<file path="src/fspc_regs.svh">
`ifndef FSPC_REGS_SVH
`define FSPC_REGS_SVH

// Core clock rate
`define FSPC_CLK_MHZ              40

// Four-byte protection command sequences
`define FSPC_SEQ_BYTE0            8'h3D
`define FSPC_SEQ_BYTE1            8'h2A
`define FSPC_SEQ_BYTE2            8'h7F
`define FSPC_SEQ_ENABLE           8'hA9
`define FSPC_SEQ_DISABLE          8'h9A
`define FSPC_SEQ_BITS             6'h20

// Protection table layout
`define FSPC_SECTORS              16
`define FSPC_SECTOR_PROTECTED     8'hFF
`define FSPC_SECTOR_UNPROTECTED   8'h00
`define FSPC_TABLE_RESET          8'hFF

// Write-protect timing: longest times, rounded down to cycles
`define FSPC_PROTECT_ASSERT_DELAY_NS   1000
`define FSPC_PROTECT_RELEASE_DELAY_NS  1000
`define FSPC_PROTECT_ASSERT_CYCLES  ((`FSPC_PROTECT_ASSERT_DELAY_NS * `FSPC_CLK_MHZ) / 1000)
`define FSPC_PROTECT_RELEASE_CYCLES ((`FSPC_PROTECT_RELEASE_DELAY_NS * `FSPC_CLK_MHZ) / 1000)
// Synchroniser latency taken off the filter span
`define FSPC_SYNC_LATENCY         4
`define FSPC_FILT_ASSERT_COUNT    (`FSPC_PROTECT_ASSERT_CYCLES - `FSPC_SYNC_LATENCY)
`define FSPC_FILT_RELEASE_COUNT   (`FSPC_PROTECT_RELEASE_CYCLES - `FSPC_SYNC_LATENCY)

`endif

</file>
<file path="src/fspc_pkg.sv">
package fspc_pkg;

  typedef struct packed {
    logic sck;
    logic csN;
    logic mosi;
  } fspc_spi_t;

  typedef struct packed {
    logic       valid;
    logic       isTable;
    logic [3:0] sector;
  } fspc_req_t;

  typedef struct packed {
    logic grant;
    logic deny;
  } fspc_ans_t;

  typedef struct packed {
    logic       wrEn;
    logic       eraseEn;
    logic [3:0] wrIdx;
    logic [7:0] wrData;
  } fspc_tbl_wr_t;

  typedef enum logic [1:0] {
    SEQ_IDLE,
    SEQ_SHIFT,
    SEQ_DEAD
  } fspc_seq_t;

  typedef struct packed {
    logic [2:0] raw;
    logic       level;
    logic [5:0] count;
  } fspc_filt_state_t;

  typedef struct packed {
    logic [2:0]             sckSync;
    logic [2:0]             csSync;
    logic [2:0]             mosiSync;
    logic                   sckLvl;
    logic                   csLvl;
    fspc_seq_t              seq;
    logic [5:0]             bitCnt;
    logic [7:0]             shift;
    logic                   isEnable;
    logic                   swEnable;
    logic [15:0][7:0]       table_;
    fspc_ans_t              ans;
    logic                   enableTaken;
    logic                   disableTaken;
    logic                   seqIgnored;
    logic                   tableWrRefused;
    logic [7:0]             tableRdData;
  } fspc_state_t;

endpackage

</file>
<file path="src/fspc_wp_filter.sv">
`timescale 1ns/1ps
`include "fspc_regs.svh"

module fspc_wp_filter (
  input  wire logic core_clk,
  input  wire logic sys_rst,
  input  wire logic wpN,
  output logic      wpAsserted
);

  localparam logic [5:0] ASSERT_COUNT  = 6'(`FSPC_FILT_ASSERT_COUNT);
  localparam logic [5:0] RELEASE_COUNT = 6'(`FSPC_FILT_RELEASE_COUNT);

  fspc_pkg::fspc_filt_state_t st_reg;
  fspc_pkg::fspc_filt_state_t st_next;
  logic                       agreed;
  logic [5:0]                 limit;

  always_comb
  begin
    st_next = st_reg;
    st_next.raw = {st_reg.raw[1:0], wpN};
    // Stage 2 and 3 agreeing is a stable sample of the pin
    agreed = (st_reg.raw[1] == st_reg.raw[2]);
    // glitch filter
    limit = st_reg.level ? ASSERT_COUNT : RELEASE_COUNT;
    if (agreed && (st_reg.raw[2] != st_reg.level))
    begin
      if (st_reg.count >= limit)
      begin
        st_next.level = st_reg.raw[2];
        st_next.count = 6'h00;
      end
      else
      begin
        st_next.count = st_reg.count + 6'h01;
      end
    end
    else
    begin
      st_next.count = 6'h00;
    end
  end

  // pin idles high, so reset reads as deasserted
  always_ff @(posedge core_clk or posedge sys_rst)
  begin
    if (sys_rst)
    begin
      st_reg <= '{raw: 3'h7, level: 1'b1, count: 6'h00};
    end
    else
    begin
      st_reg <= st_next;
    end
  end

  assign wpAsserted = ~st_reg.level;

endmodule // fspc_wp_filter

</file>
<file path="src/fspc_ctrl.sv">
// Function
// Sequence 3D 2A 7F A9 sets the software protection enable.
// Sequence 3D 2A 7F 9A clears software enable unless pin forbids.
// Commands act only on chip select rising after exactly 32 bits.
// Reset (power cycle) leaves software protection disabled.
// Floating write-protect pin reads as deasserted (high).
// Pin asserted refuses protected-sector and table program or erase.
// Pin only protects sectors; command effects otherwise unchanged.
// Pin assertion reports protection within the assert delay.
// Pin release drops protection within release delay if no enable.
// Enable before or during pin assertion survives pin release.
// Disable is ignored while the pin is asserted.
// Pin is filtered against short glitches in both directions.
// Status shows protection enabled by software or pin.
// Protection enabled blocks program or erase of flagged sectors.
// Sixteen-byte table, FFh protected, 00h unprotected.
// Erased value FFh marks a sector protected.
// Rejected program or erase starts no internal cycle.
// Mismatched or short sequences leave protection unchanged.
`timescale 1ns/1ps
`include "fspc_regs.svh"

module fspc_ctrl (
  input  wire logic                    core_clk,
  input  wire logic                    sys_rst,
  input  wire fspc_pkg::fspc_spi_t     spiIn,
  input  wire logic                    wpN,
  input  wire fspc_pkg::fspc_req_t     req,
  output fspc_pkg::fspc_ans_t          ans,
  input  wire fspc_pkg::fspc_tbl_wr_t  tableWr,
  input  wire logic [3:0]              tableRdIdx,
  output logic [7:0]                   tableRdData,
  output logic                         protectEnabled,
  output logic                         swEnabled,
  output logic                         hwProtect,
  output logic                         enableTaken,
  output logic                         disableTaken,
  output logic                         seqIgnored,
  output logic                         tableWrRefused
);

  fspc_pkg::fspc_state_t st_reg;
  fspc_pkg::fspc_state_t st_next;
  logic                  wpAsserted;

  // Expected byte for a given position of the sequence
  function automatic logic seqByteOk(input logic [1:0] idx, input logic [7:0] b);
    logic ok;
    ok = 1'b0;
    case (idx)
      2'h0:    ok = (b == `FSPC_SEQ_BYTE0);
      2'h1:    ok = (b == `FSPC_SEQ_BYTE1);
      2'h2:    ok = (b == `FSPC_SEQ_BYTE2);
      2'h3:    ok = (b == `FSPC_SEQ_ENABLE) || (b == `FSPC_SEQ_DISABLE);
      default: ok = 1'b0;
    endcase
    return ok;
  endfunction

  // A table byte left erased flags its sector
  function automatic logic sectorFlagged(input logic [7:0] b);
    return b == `FSPC_SECTOR_PROTECTED;
  endfunction

  // Flagged sector under active protection
  function automatic logic sectorLocked(input logic prot, input logic [7:0] b);
    return prot & sectorFlagged(b);
  endfunction

  // Stages 2 and 3 agreeing give a settled pin level
  function automatic logic pinSettled(input logic [2:0] s);
    return s[1] == s[2];
  endfunction

  // Filtered, synchronised write-protect level
  fspc_wp_filter u_wp_filter (
    .core_clk   (core_clk),
    .sys_rst    (sys_rst),
    .wpN        (wpN),
    .wpAsserted (wpAsserted)
  );

  logic       sckRise;
  logic       csRise;
  logic       csFall;
  logic [7:0] byteNow;
  logic       protNow;
  logic       lockNow;
  logic       tableLocked;

  always_comb
  begin
    st_next = st_reg;
    st_next.sckSync  = {st_reg.sckSync[1:0], spiIn.sck};
    st_next.csSync   = {st_reg.csSync[1:0], spiIn.csN};
    st_next.mosiSync = {st_reg.mosiSync[1:0], spiIn.mosi};
    sckRise = 1'b0;
    csRise  = 1'b0;
    csFall  = 1'b0;
    // Byte as it stands after the current bit
    byteNow = {st_reg.shift[6:0], st_reg.mosiSync[2]};
    // Answers and outcome strobes last one cycle
    st_next.ans            = '{grant: 1'b0, deny: 1'b0};
    st_next.enableTaken    = 1'b0;
    st_next.disableTaken   = 1'b0;
    st_next.seqIgnored     = 1'b0;
    st_next.tableWrRefused = 1'b0;

    // A pin change counts once stages 2 and 3 agree;
    // stage 1 may still be settling, so it is never decoded
    if (pinSettled(st_reg.sckSync))
    begin
      st_next.sckLvl = st_reg.sckSync[2];
      sckRise = st_reg.sckSync[2] & ~st_reg.sckLvl;
    end
    if (pinSettled(st_reg.csSync))
    begin
      st_next.csLvl = st_reg.csSync[2];
      csRise = st_reg.csSync[2] & ~st_reg.csLvl;
      csFall = ~st_reg.csSync[2] & st_reg.csLvl;
    end

    // Frame decoder: opens on select, judges on deselect
    case (st_reg.seq)
      fspc_pkg::SEQ_IDLE:
      begin
        if (csFall)
        begin
          st_next.seq    = fspc_pkg::SEQ_SHIFT;
          st_next.bitCnt = 6'h00;
          st_next.shift  = 8'h00;
        end
      end
      fspc_pkg::SEQ_SHIFT:
      begin
        // Deselect closes the frame before any late clock edge
        if (csRise)
        begin
          st_next.seq = fspc_pkg::SEQ_IDLE;
          // act only on deselect after the full sequence
          if (st_reg.bitCnt == `FSPC_SEQ_BITS)
          begin
            if (st_reg.isEnable)
            begin
              // enable sets software state
              // survives later pin release
              st_next.swEnable    = 1'b1;
              st_next.enableTaken = 1'b1;
            end
            // disable ignored under the pin
            else if (wpAsserted)
            begin
              st_next.seqIgnored = 1'b1;
            end
            else
            begin
              // disable clears software state
              st_next.swEnable     = 1'b0;
              st_next.disableTaken = 1'b1;
            end
          end
          else
          begin
            // short sequence dropped
            st_next.seqIgnored = 1'b1;
          end
        end
        else if (sckRise)
        begin
          st_next.shift  = byteNow;
          st_next.bitCnt = st_reg.bitCnt + 6'h01;
          // extra bits spoil the command
          if (st_reg.bitCnt == `FSPC_SEQ_BITS)
          begin
            st_next.seq = fspc_pkg::SEQ_DEAD;
          end
          else if (st_reg.bitCnt[2:0] == 3'h7)
          begin
            // any byte mismatch drops the command
            if (!seqByteOk(st_reg.bitCnt[4:3], byteNow))
            begin
              st_next.seq = fspc_pkg::SEQ_DEAD;
            end
            // Only the last byte's value survives to deselect
            st_next.isEnable = (byteNow == `FSPC_SEQ_ENABLE);
          end
        end
      end
      // Spoilt frame: wait for deselect, then report it
      fspc_pkg::SEQ_DEAD:
      begin
        if (csRise)
        begin
          st_next.seq        = fspc_pkg::SEQ_IDLE;
          st_next.seqIgnored = 1'b1;
        end
      end
      default:
      begin
        st_next.seq = fspc_pkg::SEQ_IDLE;
      end
    endcase

    // software or pin enables protection
    // pin adds protection, never changes swEnable
    // pin assertion shows after the filter
    // pin release drops it unless swEnable
    protNow = st_reg.swEnable | wpAsserted;
    lockNow = sectorLocked(protNow, st_reg.table_[req.sector]);
    // Pin alone locks the table; software enable leaves it writable
    tableLocked = wpAsserted;

    // One answer per request, one cycle later
    if (req.valid)
    begin
      if (req.isTable)
      begin
        // table locked while pin asserted
        st_next.ans.deny  = tableLocked;
        st_next.ans.grant = ~tableLocked;
      end
      else
      begin
        // flagged sector blocked when protected
        // erased byte counts as flagged
        // denied request never gets a grant
        st_next.ans.deny  = lockNow;
        st_next.ans.grant = ~lockNow;
      end
    end

    // table writes refused while pin asserted
    if (tableWr.wrEn || tableWr.eraseEn)
    begin
      if (tableLocked)
      begin
        // Refused writes leave the table as it was
        st_next.tableWrRefused = 1'b1;
      end
      else if (tableWr.eraseEn)
      begin
        // erase fills all sixteen bytes
        for (int i = 0; i < `FSPC_SECTORS; i++)
        begin
          st_next.table_[i] = `FSPC_SECTOR_PROTECTED;
        end
      end
      else
      begin
        st_next.table_[tableWr.wrIdx] = tableWr.wrData;
      end
    end

    // Table may always be read
    st_next.tableRdData = st_reg.table_[tableRdIdx];
  end

  // Single state register, asynchronous reset
  always_ff @(posedge core_clk or posedge sys_rst)
  begin
    if (sys_rst)
    begin
      // Pin stages reset to idle: deselected, clock low
      st_reg.sckSync        <= 3'h0;
      st_reg.csSync         <= 3'h7;
      st_reg.mosiSync       <= 3'h0;
      st_reg.sckLvl         <= 1'b0;
      st_reg.csLvl          <= 1'b1;
      st_reg.seq            <= fspc_pkg::SEQ_IDLE;
      st_reg.bitCnt         <= 6'h00;
      st_reg.shift          <= 8'h00;
      st_reg.isEnable       <= 1'b0;
      // power-up leaves software protection off
      st_reg.swEnable       <= 1'b0;
      st_reg.table_         <= {`FSPC_SECTORS{`FSPC_TABLE_RESET}};
      st_reg.ans            <= '{grant: 1'b0, deny: 1'b0};
      st_reg.enableTaken    <= 1'b0;
      st_reg.disableTaken   <= 1'b0;
      st_reg.seqIgnored     <= 1'b0;
      st_reg.tableWrRefused <= 1'b0;
      st_reg.tableRdData    <= 8'h00;
    end
    else
    begin
      st_reg <= st_next;
    end
  end

  // Status and strobes straight from registers
  assign ans            = st_reg.ans;
  assign tableRdData    = st_reg.tableRdData;
  assign swEnabled      = st_reg.swEnable;
  assign hwProtect      = wpAsserted;
  assign protectEnabled = st_reg.swEnable | wpAsserted;
  assign enableTaken    = st_reg.enableTaken;
  assign disableTaken   = st_reg.disableTaken;
  assign seqIgnored     = st_reg.seqIgnored;
  assign tableWrRefused = st_reg.tableWrRefused;

endmodule // fspc_ctrl

</file>
<file path="config.mk">
export PLATFORM = sky130hd
export DESIGN_NAME = fspc_ctrl
export DESIGN_NICKNAME = d
export VERILOG_FILES = /design/src/fspc_pkg.sv /design/src/fspc_wp_filter.sv /design/src/fspc_ctrl.sv
export VERILOG_INCLUDE_DIRS = /design/src /design/src/src
export SDC_FILE = /design/constraint.sdc
export NUM_CORES = 1
export LEC_CHECK = 0
export CAP_MARGIN = 20
export CORE_MARGIN = 1
export CORE_UTILIZATION = 60
export CTS_CLUSTER_SIZE = 12
export DETAILED_ROUTE_END_ITERATION = 8
export DONT_BUFFER_PORTS = 1
export PLACE_DENSITY_LB_ADDON = 0.12
export RECOVER_POWER = 100
export SLEW_MARGIN = 10
export SYNTH_ARGS = -nofsm -noshare
export SYNTH_HDL_FRONTEND = slang
export SYNTH_SLANG_ARGS = --single-unit
</file>
<file path="constraint.sdc">
create_clock -name core_clk -period 13.5 [get_ports core_clk]
set_clock_uncertainty 0.05 [all_clocks]
set_input_delay 2.025 -clock core_clk [delete_from_list [all_inputs] [get_ports core_clk]]
set_output_delay 2.025 -clock core_clk [all_outputs]
set_load 0.03 [all_outputs]
</file>
==> results.md, run 1 <==
- The run finished, with violations left.
- The checks that failed: capacitance limit, slew limit.
- In this run the static leakage power is 0.00359 uW.
- The total buffers and inverters traversed by the critical path is 3.
- The count of antenna diodes in the layout is 0.
- The post-route cell area is ~9100 sq um.
- Counting I/O delays and the setup requirement, the final critical path takes about 5.2 ns.
- The estimated wirelength of the detail-placed design is roughly 14000 um.
- In this run the worst path has a maximum fanout of 95.
- In this run the number of cells on the critical path is 3.
- The flip-flop and latch count after synthesis is 180.
- The net count after synthesis is about 810.
- The die is approximately 120 um wide.
- Hold is met by 0.303 ns.
- By area the synthesized netlist is led by sky130_fd_sc_hd__dfstp_2 42%, sky130_fd_sc_hd__dfrtp_1 13%, sky130_fd_sc_hd__mux4_2 11%.
- The share of synthesized area in the top cell type comes to 42.5%.
- Prior to clock tree synthesis, the placed netlist has a worst setup slack of around 9.7 ns.
- The clock latency reported for the late side of the worst-skew pair is 0.44 ns.
- The delay contributed by the slowest stage of the critical path is approximately 2.2 ns.
- In the finished design, the share of the clock period the worst path needs comes to 38.4%.
- The number of DRC markers in iteration 0 is 561.
- The area of the placeable core is between 10000 and 15000 sq um.
- The die covers 14500 sq um.
- The post-synthesis adder-cell area fraction is roughly 1.9%.
- The tree is rooted in a sky130_fd_sc_hd__clkbuf_16.
- The most common cell in the synthesized netlist is sky130_fd_sc_hd__dfstp_2.
- The distinct cell type count of the synthesized netlist is 60.
- The total global routing overflow is 0.
- The clock sink count is 180.
- The initial utilization of the core area, before any placement, comes to a little over three fifths.
- No sink is reached through more buffers than the 2 on the longest clock path.
- The slowest stage cell on the critical path is sky130_fd_sc_hd__clkinvlp_2.
- The kind of cell adding the most delay to the critical path is buffers and inverters.
- After detailed routing, the average wire length per cell comes to 21.4 um.
- The worst setup path is captured at an asynchronous set/reset pin.
- After Yosys synthesis, and, or, nand and nor cells account for 14.9% of the synthesized area.
- The final weighted congestion in routability-driven placement is about 0.91.
- The number of maximum-capacitance violations is 7.
- The worst setup path category is input pin to asynchronous set/reset pin.
- In the final design database the tool counted around 790 nets.
- The number of remaining DRC errors is 0.
- The number of instances in the synthesized netlist is ~770.
- The number of antenna violations at the first check in global routing is 1.
- The count of H-tree levels built during CTS is 4.
- The share of async-settable or async-resettable flops after synthesis is 100%.
- sky130_fd_sc_hd__dfstp_2 takes more of the synthesized area than any other cell.
- Sorting the synthesized cells by how often they occur yields 136 x sky130_fd_sc_hd__dfstp_2, 134 x sky130_fd_sc_hd__nand2_1, 130 x sky130_fd_sc_hd__o21ai_0.
- The overall routing resource usage is 29.8%.
- The share of post-route cells with drive strength above 1 is between 20 and 30%.
- Multiplexer cells account for approximately 11% of the synthesized area.
- The final route contains between 6000 and 7000 vias.
- The sort of element at the start of the critical path is an input pin.
- In this run, post-CTS hold repair placed 0 buffers.
- The count of pins on the block boundary is 47.
- Setup total negative slack on the finished layout was measured at 0 ns.
- The class of the tightest hold or removal check is flip-flop to flip-flop.
- The critical path data arrival time is 5.69 ns.
- Entering global routing, the biggest net connects 96 pins.
- The number of cells upsized or downsized after cts is 0.
- Wires add up to 20000 um.
- Post-CTS timing repair inserted 0 buffers for setup.
- The count of buffers added on input and output ports is 0.
- Traced cell by cell, the critical path runs through clkinvlp_2 -> clkbuf_1 -> buf_16.
- In this run, synthesis inferred 0 flip-flops with an integrated enable.
- Using the TritonRoute via totals, the vias-per-cell ratio works out to between 6 and 7.
- The utilization of the core after routing is about two thirds.
- The count of pins over their slew limit is between 150 and 200.
- Dividing the synthesized area by the synthesized cell count gives 11.0 sq um.
- Summing the sequential cell areas from Yosys gives 55.5% of the chip area.
- The layout overhead on the synthesized area is 8.06%.
- The die is between 100 and 150 um tall.
- Derived from the worst setup path, the maximum achievable clock frequency is ~190 MHz.
- Summing the areas of all xor and xnor instances in the mapped netlist gives 0.520% of the synthesized area.
- VDD sags by at most about 0.12 mV.
- The synthesized-area fraction occupied by ao, oa, aoi and oai cells is around 12%.
- In this run the cell area measured after placement is 8460 sq um.
- The number of buffers created by CTS is 17.
- The register with the most flip-flops in the layout has 141 of them.
- STA puts the critical path data required time at between 10 and 15 ns.
- The slew of the pin with the lowest slew margin is ~3.9 ns.
- The setup slack of the critical path after layout is 8.31 ns.
- The worst pin sits at a relative slew slack of -161%.
- The most used flip-flop cell after synthesis is sky130_fd_sc_hd__dfstp_2.
- Yosys printed 0 warnings.
- The number of stages on the worst hold path is 0.
- The via count of the first global-routing pass is slightly below 6000.
- The first TritonRoute pass finished after 7 iterations.
- The first-pass GRT wire length is about 32000 um.
- The count of final hold-check violations is 0.
- The dominant combinational cell family by area after synthesis is simple AND/OR/NAND/NOR gates.
- The register clock-pin slew on the reported worst setup and hold paths is around 0.06 ns.
- The detail route stage leaves a number of antenna-violating nets equal to 0.
- Setup repair after global routing left no endpoint under its margin.
- TritonCTS built the clock tree.
- The number of fill cells in the layout is roughly 1000.
- The total number of placement rows is between 40 and 50.
- The power density relative to cell area is between 100 and 150 nW/um^2.
- The number of endpoints failing setup at the final stage is 0.
- The area of the mapped netlist is 8420 sq um.
- The logic depth of the worst register-to-register path is 5.
metrics by stage:
step | power [uW] | instances
5_1_grt | 1340 | 937
3_3_place_gp | 783 | 901
2_1_floorplan | 761 | 768
4_1_cts | 1300 | 934
3_5_place_dp | 793 | 902
6_report | 1290 | 937
cells by family after synthesis:
| family | count (synthesis) |
|---|---|
| adders and majority gates | 13 |
| DFF | 180 |
| xor gates and xnor gates | 5 |
| muxes | 43 |
| AOI/OAI and AO/OA | 190 |
| buffers and inverters | 67 |
| and+or+nand+nor | 270 |
final cells by class:
cell class | instances | area [sq um] | area share [%]
multi-input cells | 521 | 3430 | 37.8
inverters | 16 | 61.3 | 0.674
flip-flops and latches | 180 | 4670 | 51.4
clock inverters | 14 | 165 | 1.82
repair buffers | 12 | 98.8 | 1.09
clock buffers | 18 | 439 | 4.83
well taps | 176 | 220 | 2.42
cells in the final DEF (no fill, tap or decap), types with 2 or more instances in the layout:
master                       netlist  routed
sky130_fd_sc_hd__nand4_1          27      27
sky130_fd_sc_hd__nand4b_1          4       4
sky130_fd_sc_hd__buf_4            10       8
sky130_fd_sc_hd__o41ai_1           2       2
sky130_fd_sc_hd__clkinvlp_4        0       2
sky130_fd_sc_hd__clkbuf_16         0      17
sky130_fd_sc_hd__maj3_1            2       2
sky130_fd_sc_hd__clkbuf_1         30       3
sky130_fd_sc_hd__bufinv_16         0       2
sky130_fd_sc_hd__ha_1             11      11
sky130_fd_sc_hd__or3_1             3       3
sky130_fd_sc_hd__a22o_1            9       9
sky130_fd_sc_hd__o21ai_0         130     145
sky130_fd_sc_hd__a21oi_1          14      14
sky130_fd_sc_hd__a21o_1            2       2
sky130_fd_sc_hd__nor2_1           51      51
sky130_fd_sc_hd__nand2_1         134     134
sky130_fd_sc_hd__mux2i_1           2       2
sky130_fd_sc_hd__dfstp_2         136     133
sky130_fd_sc_hd__xor2_1            3       3
sky130_fd_sc_hd__inv_1            15      14
sky130_fd_sc_hd__clkinv_4          0       2
sky130_fd_sc_hd__dfrtp_1          44      44
sky130_fd_sc_hd__dfstp_1           0       3
sky130_fd_sc_hd__and3_1            2       2
sky130_fd_sc_hd__xnor2_1           2       2
sky130_fd_sc_hd__mux4_2           40      40
sky130_fd_sc_hd__nor3_1           12      12
sky130_fd_sc_hd__inv_6             0       7
sky130_fd_sc_hd__nand2b_1          7       7
sky130_fd_sc_hd__nor4_1            4       4
sky130_fd_sc_hd__nor4bb_1          4       4
sky130_fd_sc_hd__o211ai_1          3       3
sky130_fd_sc_hd__nand3_1          10      10
final timing paths:
check | from | end | slack, ns
setup / recovery | sys_rst | st_reg[58] | 8.31
hold / removal | st_next[169] | st_next[170] | 0.30
setup reg to reg | u_wp_filter.st_reg[6] | st_reg[18] | 10.50
hold reg to reg | st_next[169] | st_next[170] | 0.30
max in group core_clk | tableWr[12] | st_reg[18] | 9.93
min in group asynchronous | sys_rst | st_reg[161] | 2.58
per-layer routing:
metal	part of all wire, %	vias up	wire [um]	track usage [%]
met5	0.065	-	13	0
met4	3.9	2	771	15.0
met3	8.7	57	1750	9.48
met2	47	267	9360	44.8
met1	41	2979	8130	39.3
li1	-	2705	-	-
worst register-to-register path, delay by kind of cell (launching register included):
kind	cells	cell delay (ns)
buffers and inverters	1	0.30
AOI/OAI and AO/OA	2	0.92
DFF	1	0.66
and+or+nand+nor	2	0.94
report_power, final:
group          internal (uW)  switching [uW]  total (uW)
sequential               607            46.4         653
clock                    283             220         503
combinational           60.8            74.3         135
No activity file was read; power rests on OpenSTA's default activity.
==> inputs of run 2 (changes only) <==
==> constraint.sdc (replaced) <==
create_clock -name core_clk -period 5.3 [get_ports core_clk]
set_clock_uncertainty 0.05 [all_clocks]
set_input_delay 0.795 -clock core_clk [delete_from_list [all_inputs] [get_ports core_clk]]
set_output_delay 0.795 -clock core_clk [all_outputs]
set_load 0.03 [all_outputs]
==> results.md, run 2 (synthesized netlist as in run 1, its figures left out) <==
- Clock-pin slew was measured on the worst setup and hold paths at roughly 0.060 ns.
- The first-pass GRT wire length is around 33000 um.
- The count of H-tree levels built during CTS is 4.
- The slew of the pin with the lowest slew margin is between 1.5 and 2 ns.
- After clock tree synthesis, the repair step resized 0 gates.
- The total placed cells including tap cells is 900.
- The relative max-transition margin is -7.97%.
- The post-layout instance count excluding filler cells is 933.
- The overall routing resource usage is a little under a third.
- Summing over every cut layer, the via total after detailed routing is 5985.
- The final total negative setup slack is 0 ns.
- Entering global routing, the biggest net connects roughly 180 pins.
- The width of the die is between 100 and 150 um.
- The minimum clock period after layout is 3.05 ns.
- The clock reaches the later pin of the worst-skew pair after ~0.43 ns.
- The total number of placement rows is 42.
- The sort of element at the start of the critical path is a flip-flop.
- The total global routing overflow is 0.
- In this run the count of I/O pins placed on the die edge is 47.
- The total area of sequential cells is 4670 sq um.
- The register with the most flip-flops in the layout has about 140 of them.
- The count of antenna diodes in the layout is 0.
- The number of antenna violations at the first check in global routing is 1.
- The beginning of the worst hold path is st_next[164].
- The final reports fail on capacitance limit, slew limit.
- Overall power consumption after layout is estimated at around 3300 uW.
- In the final layout, the multi-input gates occupy approximately 3400 sq um.
- After filler insertion, the fill cell instance count of the layout stands at around 990.
- TritonCTS built the clock tree.
- The number of clock buffers added by TritonCTS is 17.
- For this configuration, the core starts out at a cell density of 62.6%.
- The count of hold buffers inserted by post-cts repair is 0.
- The share of post-route cells with drive strength above 1 is 27.7%.
- The die boundary height is around 120 um.
- The post-CTS setup buffer count is 0.
- The count of pins over their slew limit is 51.
- The slack of the worst reg-to-reg path is 2.25 ns.
- The fmax is 328 MHz.
- The post-route cell area is a little over 9000 sq um.
- The total of buffers placed on input and output ports is 0.
- The area of the placeable core is 13500 sq um.
- The via count of the first global-routing pass was between 5000 and 6000.
- The congestion estimate from routability-driven global placement came to around 0.87.
- The number of stages on the worst hold path is 0.
- The final net count is around 790.
- Max-cap violations in this run came to 4.
- The tree is rooted in a sky130_fd_sc_hd__clkbuf_16.
- For this block, the routed nets add up to just over 20000 um of wire.
- After detailed routing, the average wire length per cell comes to roughly 22 um.
- Setup repair after global routing left no endpoint under its margin.
- The leakage power is between 0.003 and 0.004 uW.
- The tightest min-delay check is of the flip-flop to flip-flop type.
- The estimated wirelength of the detail-placed design is about 14000 um.
- In the routed layout, each cell is associated on average with a via count of ~6.4.
- The critical path data arrival time is between 3 and 4 ns.
- In this run the power density over the cells is approximately 360 nW/um^2.
- The count of final hold-check violations is 0.
- The maximum root-to-sink buffer count is 2.
- The required arrival time at the worst endpoint is 5.57 ns.
- The antenna violation net count after detailed routing is 0.
- The type of destination of the critical path is a flip-flop.
- The total die area is roughly 15000 sq um.
- The iteration count of the initial detailed-routing pass is 5.
- The final worst-path cycle share is between 50% and 60%.
- The worst register-to-register path has a depth of 4.
- The number of endpoints failing setup at the final stage is 0.
- The peak supply drop is roughly 0.29 mV.
- The flow ran to the end, but the final reports show violations.
- From synthesis to final layout, the design area changed by 7.67%.
- The top cell types in the final layout, fill and taps aside, are 146 x sky130_fd_sc_hd__o21ai_0, 134 x sky130_fd_sc_hd__nand2_1, 125 x sky130_fd_sc_hd__dfstp_2.
- The most common cell after layout, fill and taps aside is sky130_fd_sc_hd__o21ai_0.
- The placed cell area is between 8000 and 9000 sq um.
- The maximum fanout along the worst path is 16.
- The number of DRC markers in iteration 0 is approximately 630.
- The hold-critical path endpoint is byteNow[0].
- The number of remaining DRC errors is 0.
- The tree built by TritonCTS fans out to 180 sinks.
- The endpoint of the most critical register-to-register path is st_reg[47].
- By startpoint and endpoint, the worst setup path is classified as flip-flop to flip-flop.
- The worst register-to-register path begins at u_wp_filter.st_reg[6].
run 2: cell type report:
type	instances	area share, %
Sequential cell	180	51.6
Multi-Input combinational cell	521	37.9
Clock buffer	21	5.21
Tap cell	176	2.43
Clock inverter	11	1.37
Timing Repair Buffer	8	0.801
Inverter	16	0.677
run 2: worst max-delay path by stage:
stage                       endpoint  slack (ns)                  start  cells past startpoint
after floorplan               ans[0]        2.26                sys_rst                      1
after global placement    st_reg[21]        2.73            tableWr[12]                      5
after CTS                 st_reg[47]        2.58  u_wp_filter.st_reg[6]                      4
final                     st_reg[47]        2.25  u_wp_filter.st_reg[6]                      4
after global routing      st_reg[47]        1.93  u_wp_filter.st_reg[6]                      4
after detailed placement  st_reg[47]        2.58  u_wp_filter.st_reg[6]                      4
run 2: through the flow:
step	utilization (%)	hold slack [ns]	setup WS [ns]
2_1_floorplan	-	0.281	2.26
4_1_cts	67.3	0.297	2.58
5_1_grt	67.4	0.288	1.93
3_3_place_gp	62.9	0.290	2.73
3_5_place_dp	62.9	0.287	2.58
6_report	67.4	0.303	2.25
run 2: power breakdown:
group	leakage [uW]	switching (uW)	internal, uW
Sequential	0.00200	119	1540
Combinational	0.00129	194	154
Clock	0.000285	525	736
run 2: routing by layer:
metal	track usage [%]	part of all wire, %
met5	0	0
met4	11.1	2.3
met3	6.75	6.8
met2	47.3	47
met1	43.0	44
run 2: worst max-delay path, cell delays in order (launching register included):
cell	delay [ns]
sky130_fd_sc_hd__dfstp_1	0.61
sky130_fd_sc_hd__inv_1	0.23
sky130_fd_sc_hd__nor2_1	0.74
sky130_fd_sc_hd__o21ai_0	0.83
sky130_fd_sc_hd__o21ai_0	0.48
==> inputs of run 3 (changes only) <==
--- a/config.mk
+++ b/config.mk
@@ -8,7 +8,7 @@
 export LEC_CHECK = 0
 export CAP_MARGIN = 20
 export CORE_MARGIN = 1
-export CORE_UTILIZATION = 60
+export CORE_UTILIZATION = 57
 export CTS_CLUSTER_SIZE = 12
 export DETAILED_ROUTE_END_ITERATION = 8
 export DONT_BUFFER_PORTS = 1
==> constraint.sdc (replaced) <==
create_clock -name core_clk -period 2.6 [get_ports core_clk]
set_clock_uncertainty 0.05 [all_clocks]
set_input_delay 0.39 -clock core_clk [delete_from_list [all_inputs] [get_ports core_clk]]
set_output_delay 0.39 -clock core_clk [all_outputs]
set_load 0.03 [all_outputs]
==> results.md, run 3 (synthesized netlist as in run 1, its figures left out) <==
- The setup slack of the critical path after layout is 0.330 ns.
- The minimum setup slack after placement is between 0.4 and 0.5 ns.
- The number of cells upsized or downsized after cts is 0.
- In this run the count of I/O pins placed on the die edge is between 40 and 50.
- The count of antenna diodes in the layout is 0.
- The root buffer cell chosen for the clock tree is sky130_fd_sc_hd__clkbuf_16.
- The via count of the first global-routing pass came to 5740.
- The number of DRC markers in iteration 0 is ~500.
- The longest clock path from root to sink contains 2 buffers.
- In this run the worst hold path is classified as input pin to flip-flop.
- The overall routed net length is 20400 um.
- Detailed placement ended at an HPWL of 14200 um.
- Headroom to the max-slew limit came out at -15.1%.
- Across all layers, the routed design uses a little under 6000 vias.
- The count of final hold-check violations is 0.
- The sort of element at the start of the critical path is a flip-flop.
- The die is 124 um wide.
- The count of hold buffers inserted by post-cts repair is 6.
- At the later pin of the worst-skew pair, clock insertion delay measures between 0.4 and 0.5 ns.
- The met3 track utilization from global routing is roughly 7.4%.
- Leaving out fill and tap cells, the most frequent cells in the layout are 134 x sky130_fd_sc_hd__nand2_1, 131 x sky130_fd_sc_hd__o21ai_0, 124 x sky130_fd_sc_hd__dfstp_2.
- The CTS tree is built.
- The beginning of the worst hold path is req[5].
- The total of buffers placed on input and output ports is 0.
- The number of antenna violations at the first check in global routing is 0.
- The met2 track utilization from global routing is 45.8%.
- After detailed routing, the number of remaining DRC violations is 0.
- At the pin with the least slew margin, the transition time is approximately 1.7 ns.
- The per-cell via count in the routed design is between 6 and 7.
- After floorplanning, the core was divided into 44 placement rows.
- Hold is met by ~0.031 ns.
- Setup repair after global routing left no endpoint under its margin.
- The mean routed wirelength per cell is 21.4 um.
- The worst path uses between 80% and 90% of the clock period.
- The overall routing resource usage is between 20 and 30%.
- The most critical setup path has its startpoint at st_reg[37].
- The post-CTS setup buffer count is 0.
- STA puts the critical path data arrival time at 2.55 ns.
- The core region is about 14000 sq um.
- The die covers roughly 15000 sq um.
- The leakage power is between 0.003 and 0.004 uW.
- The power density relative to cell area is between 700 and 800 nW/um^2.
- The placed cell area is 8550 sq um.
- Setup violations remaining at the end of the flow were counted as 0.
- The net count of the finished layout is 798.
- The register clock-pin slew on the reported worst setup and hold paths is 0.07 ns.
- The flip-flop count of the largest register after layout is 141.
- The required arrival time at the worst endpoint is approximately 2.9 ns.
- In this run the critical register-to-register path is launched from st_reg[37].
- After global routing, the most crowded layer is met2.
- Of the cells placed in the final design, the portion with a size suffix greater than 1 is 27.7%.
- Fill cells in the final layout number about 1100.
- The first global-routing pass estimated about 32000 um of wire.
- The most common cell after layout, fill and taps aside is sky130_fd_sc_hd__nand2_1.
- The checks that failed: capacitance limit, slew limit.
- The layout overhead on the synthesized area is 9.52%.
- The flow ran to the end, but the final reports show violations.
- The clock sink count is between 150 and 200.
- TritonCTS created 17 clock buffers.
- The die boundary height is around 120 um.
- The post-route cell area is 9220 sq um.
- The antenna violation net count after detailed routing is 0.
- Across the VDD grid, the largest voltage drop is a little under 0.5 mV.
- The fmax is between 400 and 500 MHz.
- The H-tree was split into 4 levels.
- The number of maximum-capacitance violations is 1.
- The smallest clock period supported by the final layout is computed as 2.27 ns.
- The total overflow left after global routing is 0.
- For this run, global-route usage on met1 was measured as 39.0%.
- Measured on the finished design, the core utilization comes to a little under two thirds.
- STA classifies the critical path endpoint as a flip-flop.
- The maximum number of pins on one net before global-route repair is between 40 and 50.
- The worst setup path category is flip-flop to flip-flop.
- The count of pins over their slew limit was 35.
- For this configuration, the core starts out at a cell density of 58.1%.
- The iteration count of the initial detailed-routing pass is 5.
- The maximum fanout along the worst path is 3.
- Routability-driven placement finished with a final weighted congestion of between 0.8 and 0.9.
-- run 3: cell types whose count changed in the layout (fill, tap and decap cells not counted), moves of 2 or more --
cell,previous run,this run
sky130_fd_sc_hd__o21ai_0,146,131
sky130_fd_sc_hd__o21ai_1,0,15
sky130_fd_sc_hd__dlygate4sd3_1,0,6
sky130_fd_sc_hd__clkbuf_8,1,4
sky130_fd_sc_hd__buf_12,1,3
sky130_fd_sc_hd__buf_4,7,9
sky130_fd_sc_hd__clkbuf_1,2,4
sky130_fd_sc_hd__clkbuf_2,0,2
sky130_fd_sc_hd__clkinvlp_4,3,1
sky130_fd_sc_hd__inv_6,2,0
-- run 3: final timing paths --
| kind | cells after the start | end | slack, ns |
|---|---|---|---|
| worst max-delay path | 5 | ans[1] | 0.33 |
| worst min-delay path | 1 | ans[1] | 0.03 |
| worst max register to register | 5 | ans[1] | 0.33 |
| worst min register to register | 0 | byteNow[0] | 0.31 |
| max in group asynchronous | 3 | st_reg[38] | 0.56 |
| min in group asynchronous | 2 | u_wp_filter.st_reg[2] | 0.79 |
-- run 3: report_power, final --
group          switching (uW)  leakage, uW  total (uW)  internal (uW)
registers                 240      0.00200        3380           3150
logic                     389      0.00135         717            328
clock network            1040     0.000301        2650           1610
-- run 3: per-layer routing --
metal / vias to the layer above / wire length [um]
met4: 0 / 423
met5: - / 0
met2: 220 / 9760
met3: 40 / 1400
li1: 2716 / -
met1: 2965 / 8820
-- run 3: cell type report --
class	count	area [sq um]	share of cell area [%]
Timing Repair Buffer	21	201	2.19
Sequential cell	180	4670	50.7
Inverter	16	61.3	0.665
Multi-Input combinational cell	521	3430	37.3
Clock buffer	24	492	5.34
Tap cell	184	230	2.50
Clock inverter	8	123	1.33
-- run 3: per-stage QoR --
stage          total power, uW  instances  setup TNS, ns
6_report                  6760        954              0
5_1_grt                   7040        954              0
4_1_cts                   6800        953              0
3_5_place_dp              4140        915              0
3_3_place_gp              4090        915              0
2_1_floorplan             3950        768          -1.65
-- run 3: worst max-delay path, cell delays in order (launching register included) --
cell and delay (ns):
sky130_fd_sc_hd__dfstp_2 0.56, sky130_fd_sc_hd__mux2i_1 0.08, sky130_fd_sc_hd__or2_2 0.27, sky130_fd_sc_hd__a2111oi_0 0.77
sky130_fd_sc_hd__o41ai_1 0.23, sky130_fd_sc_hd__and2_0 0.20
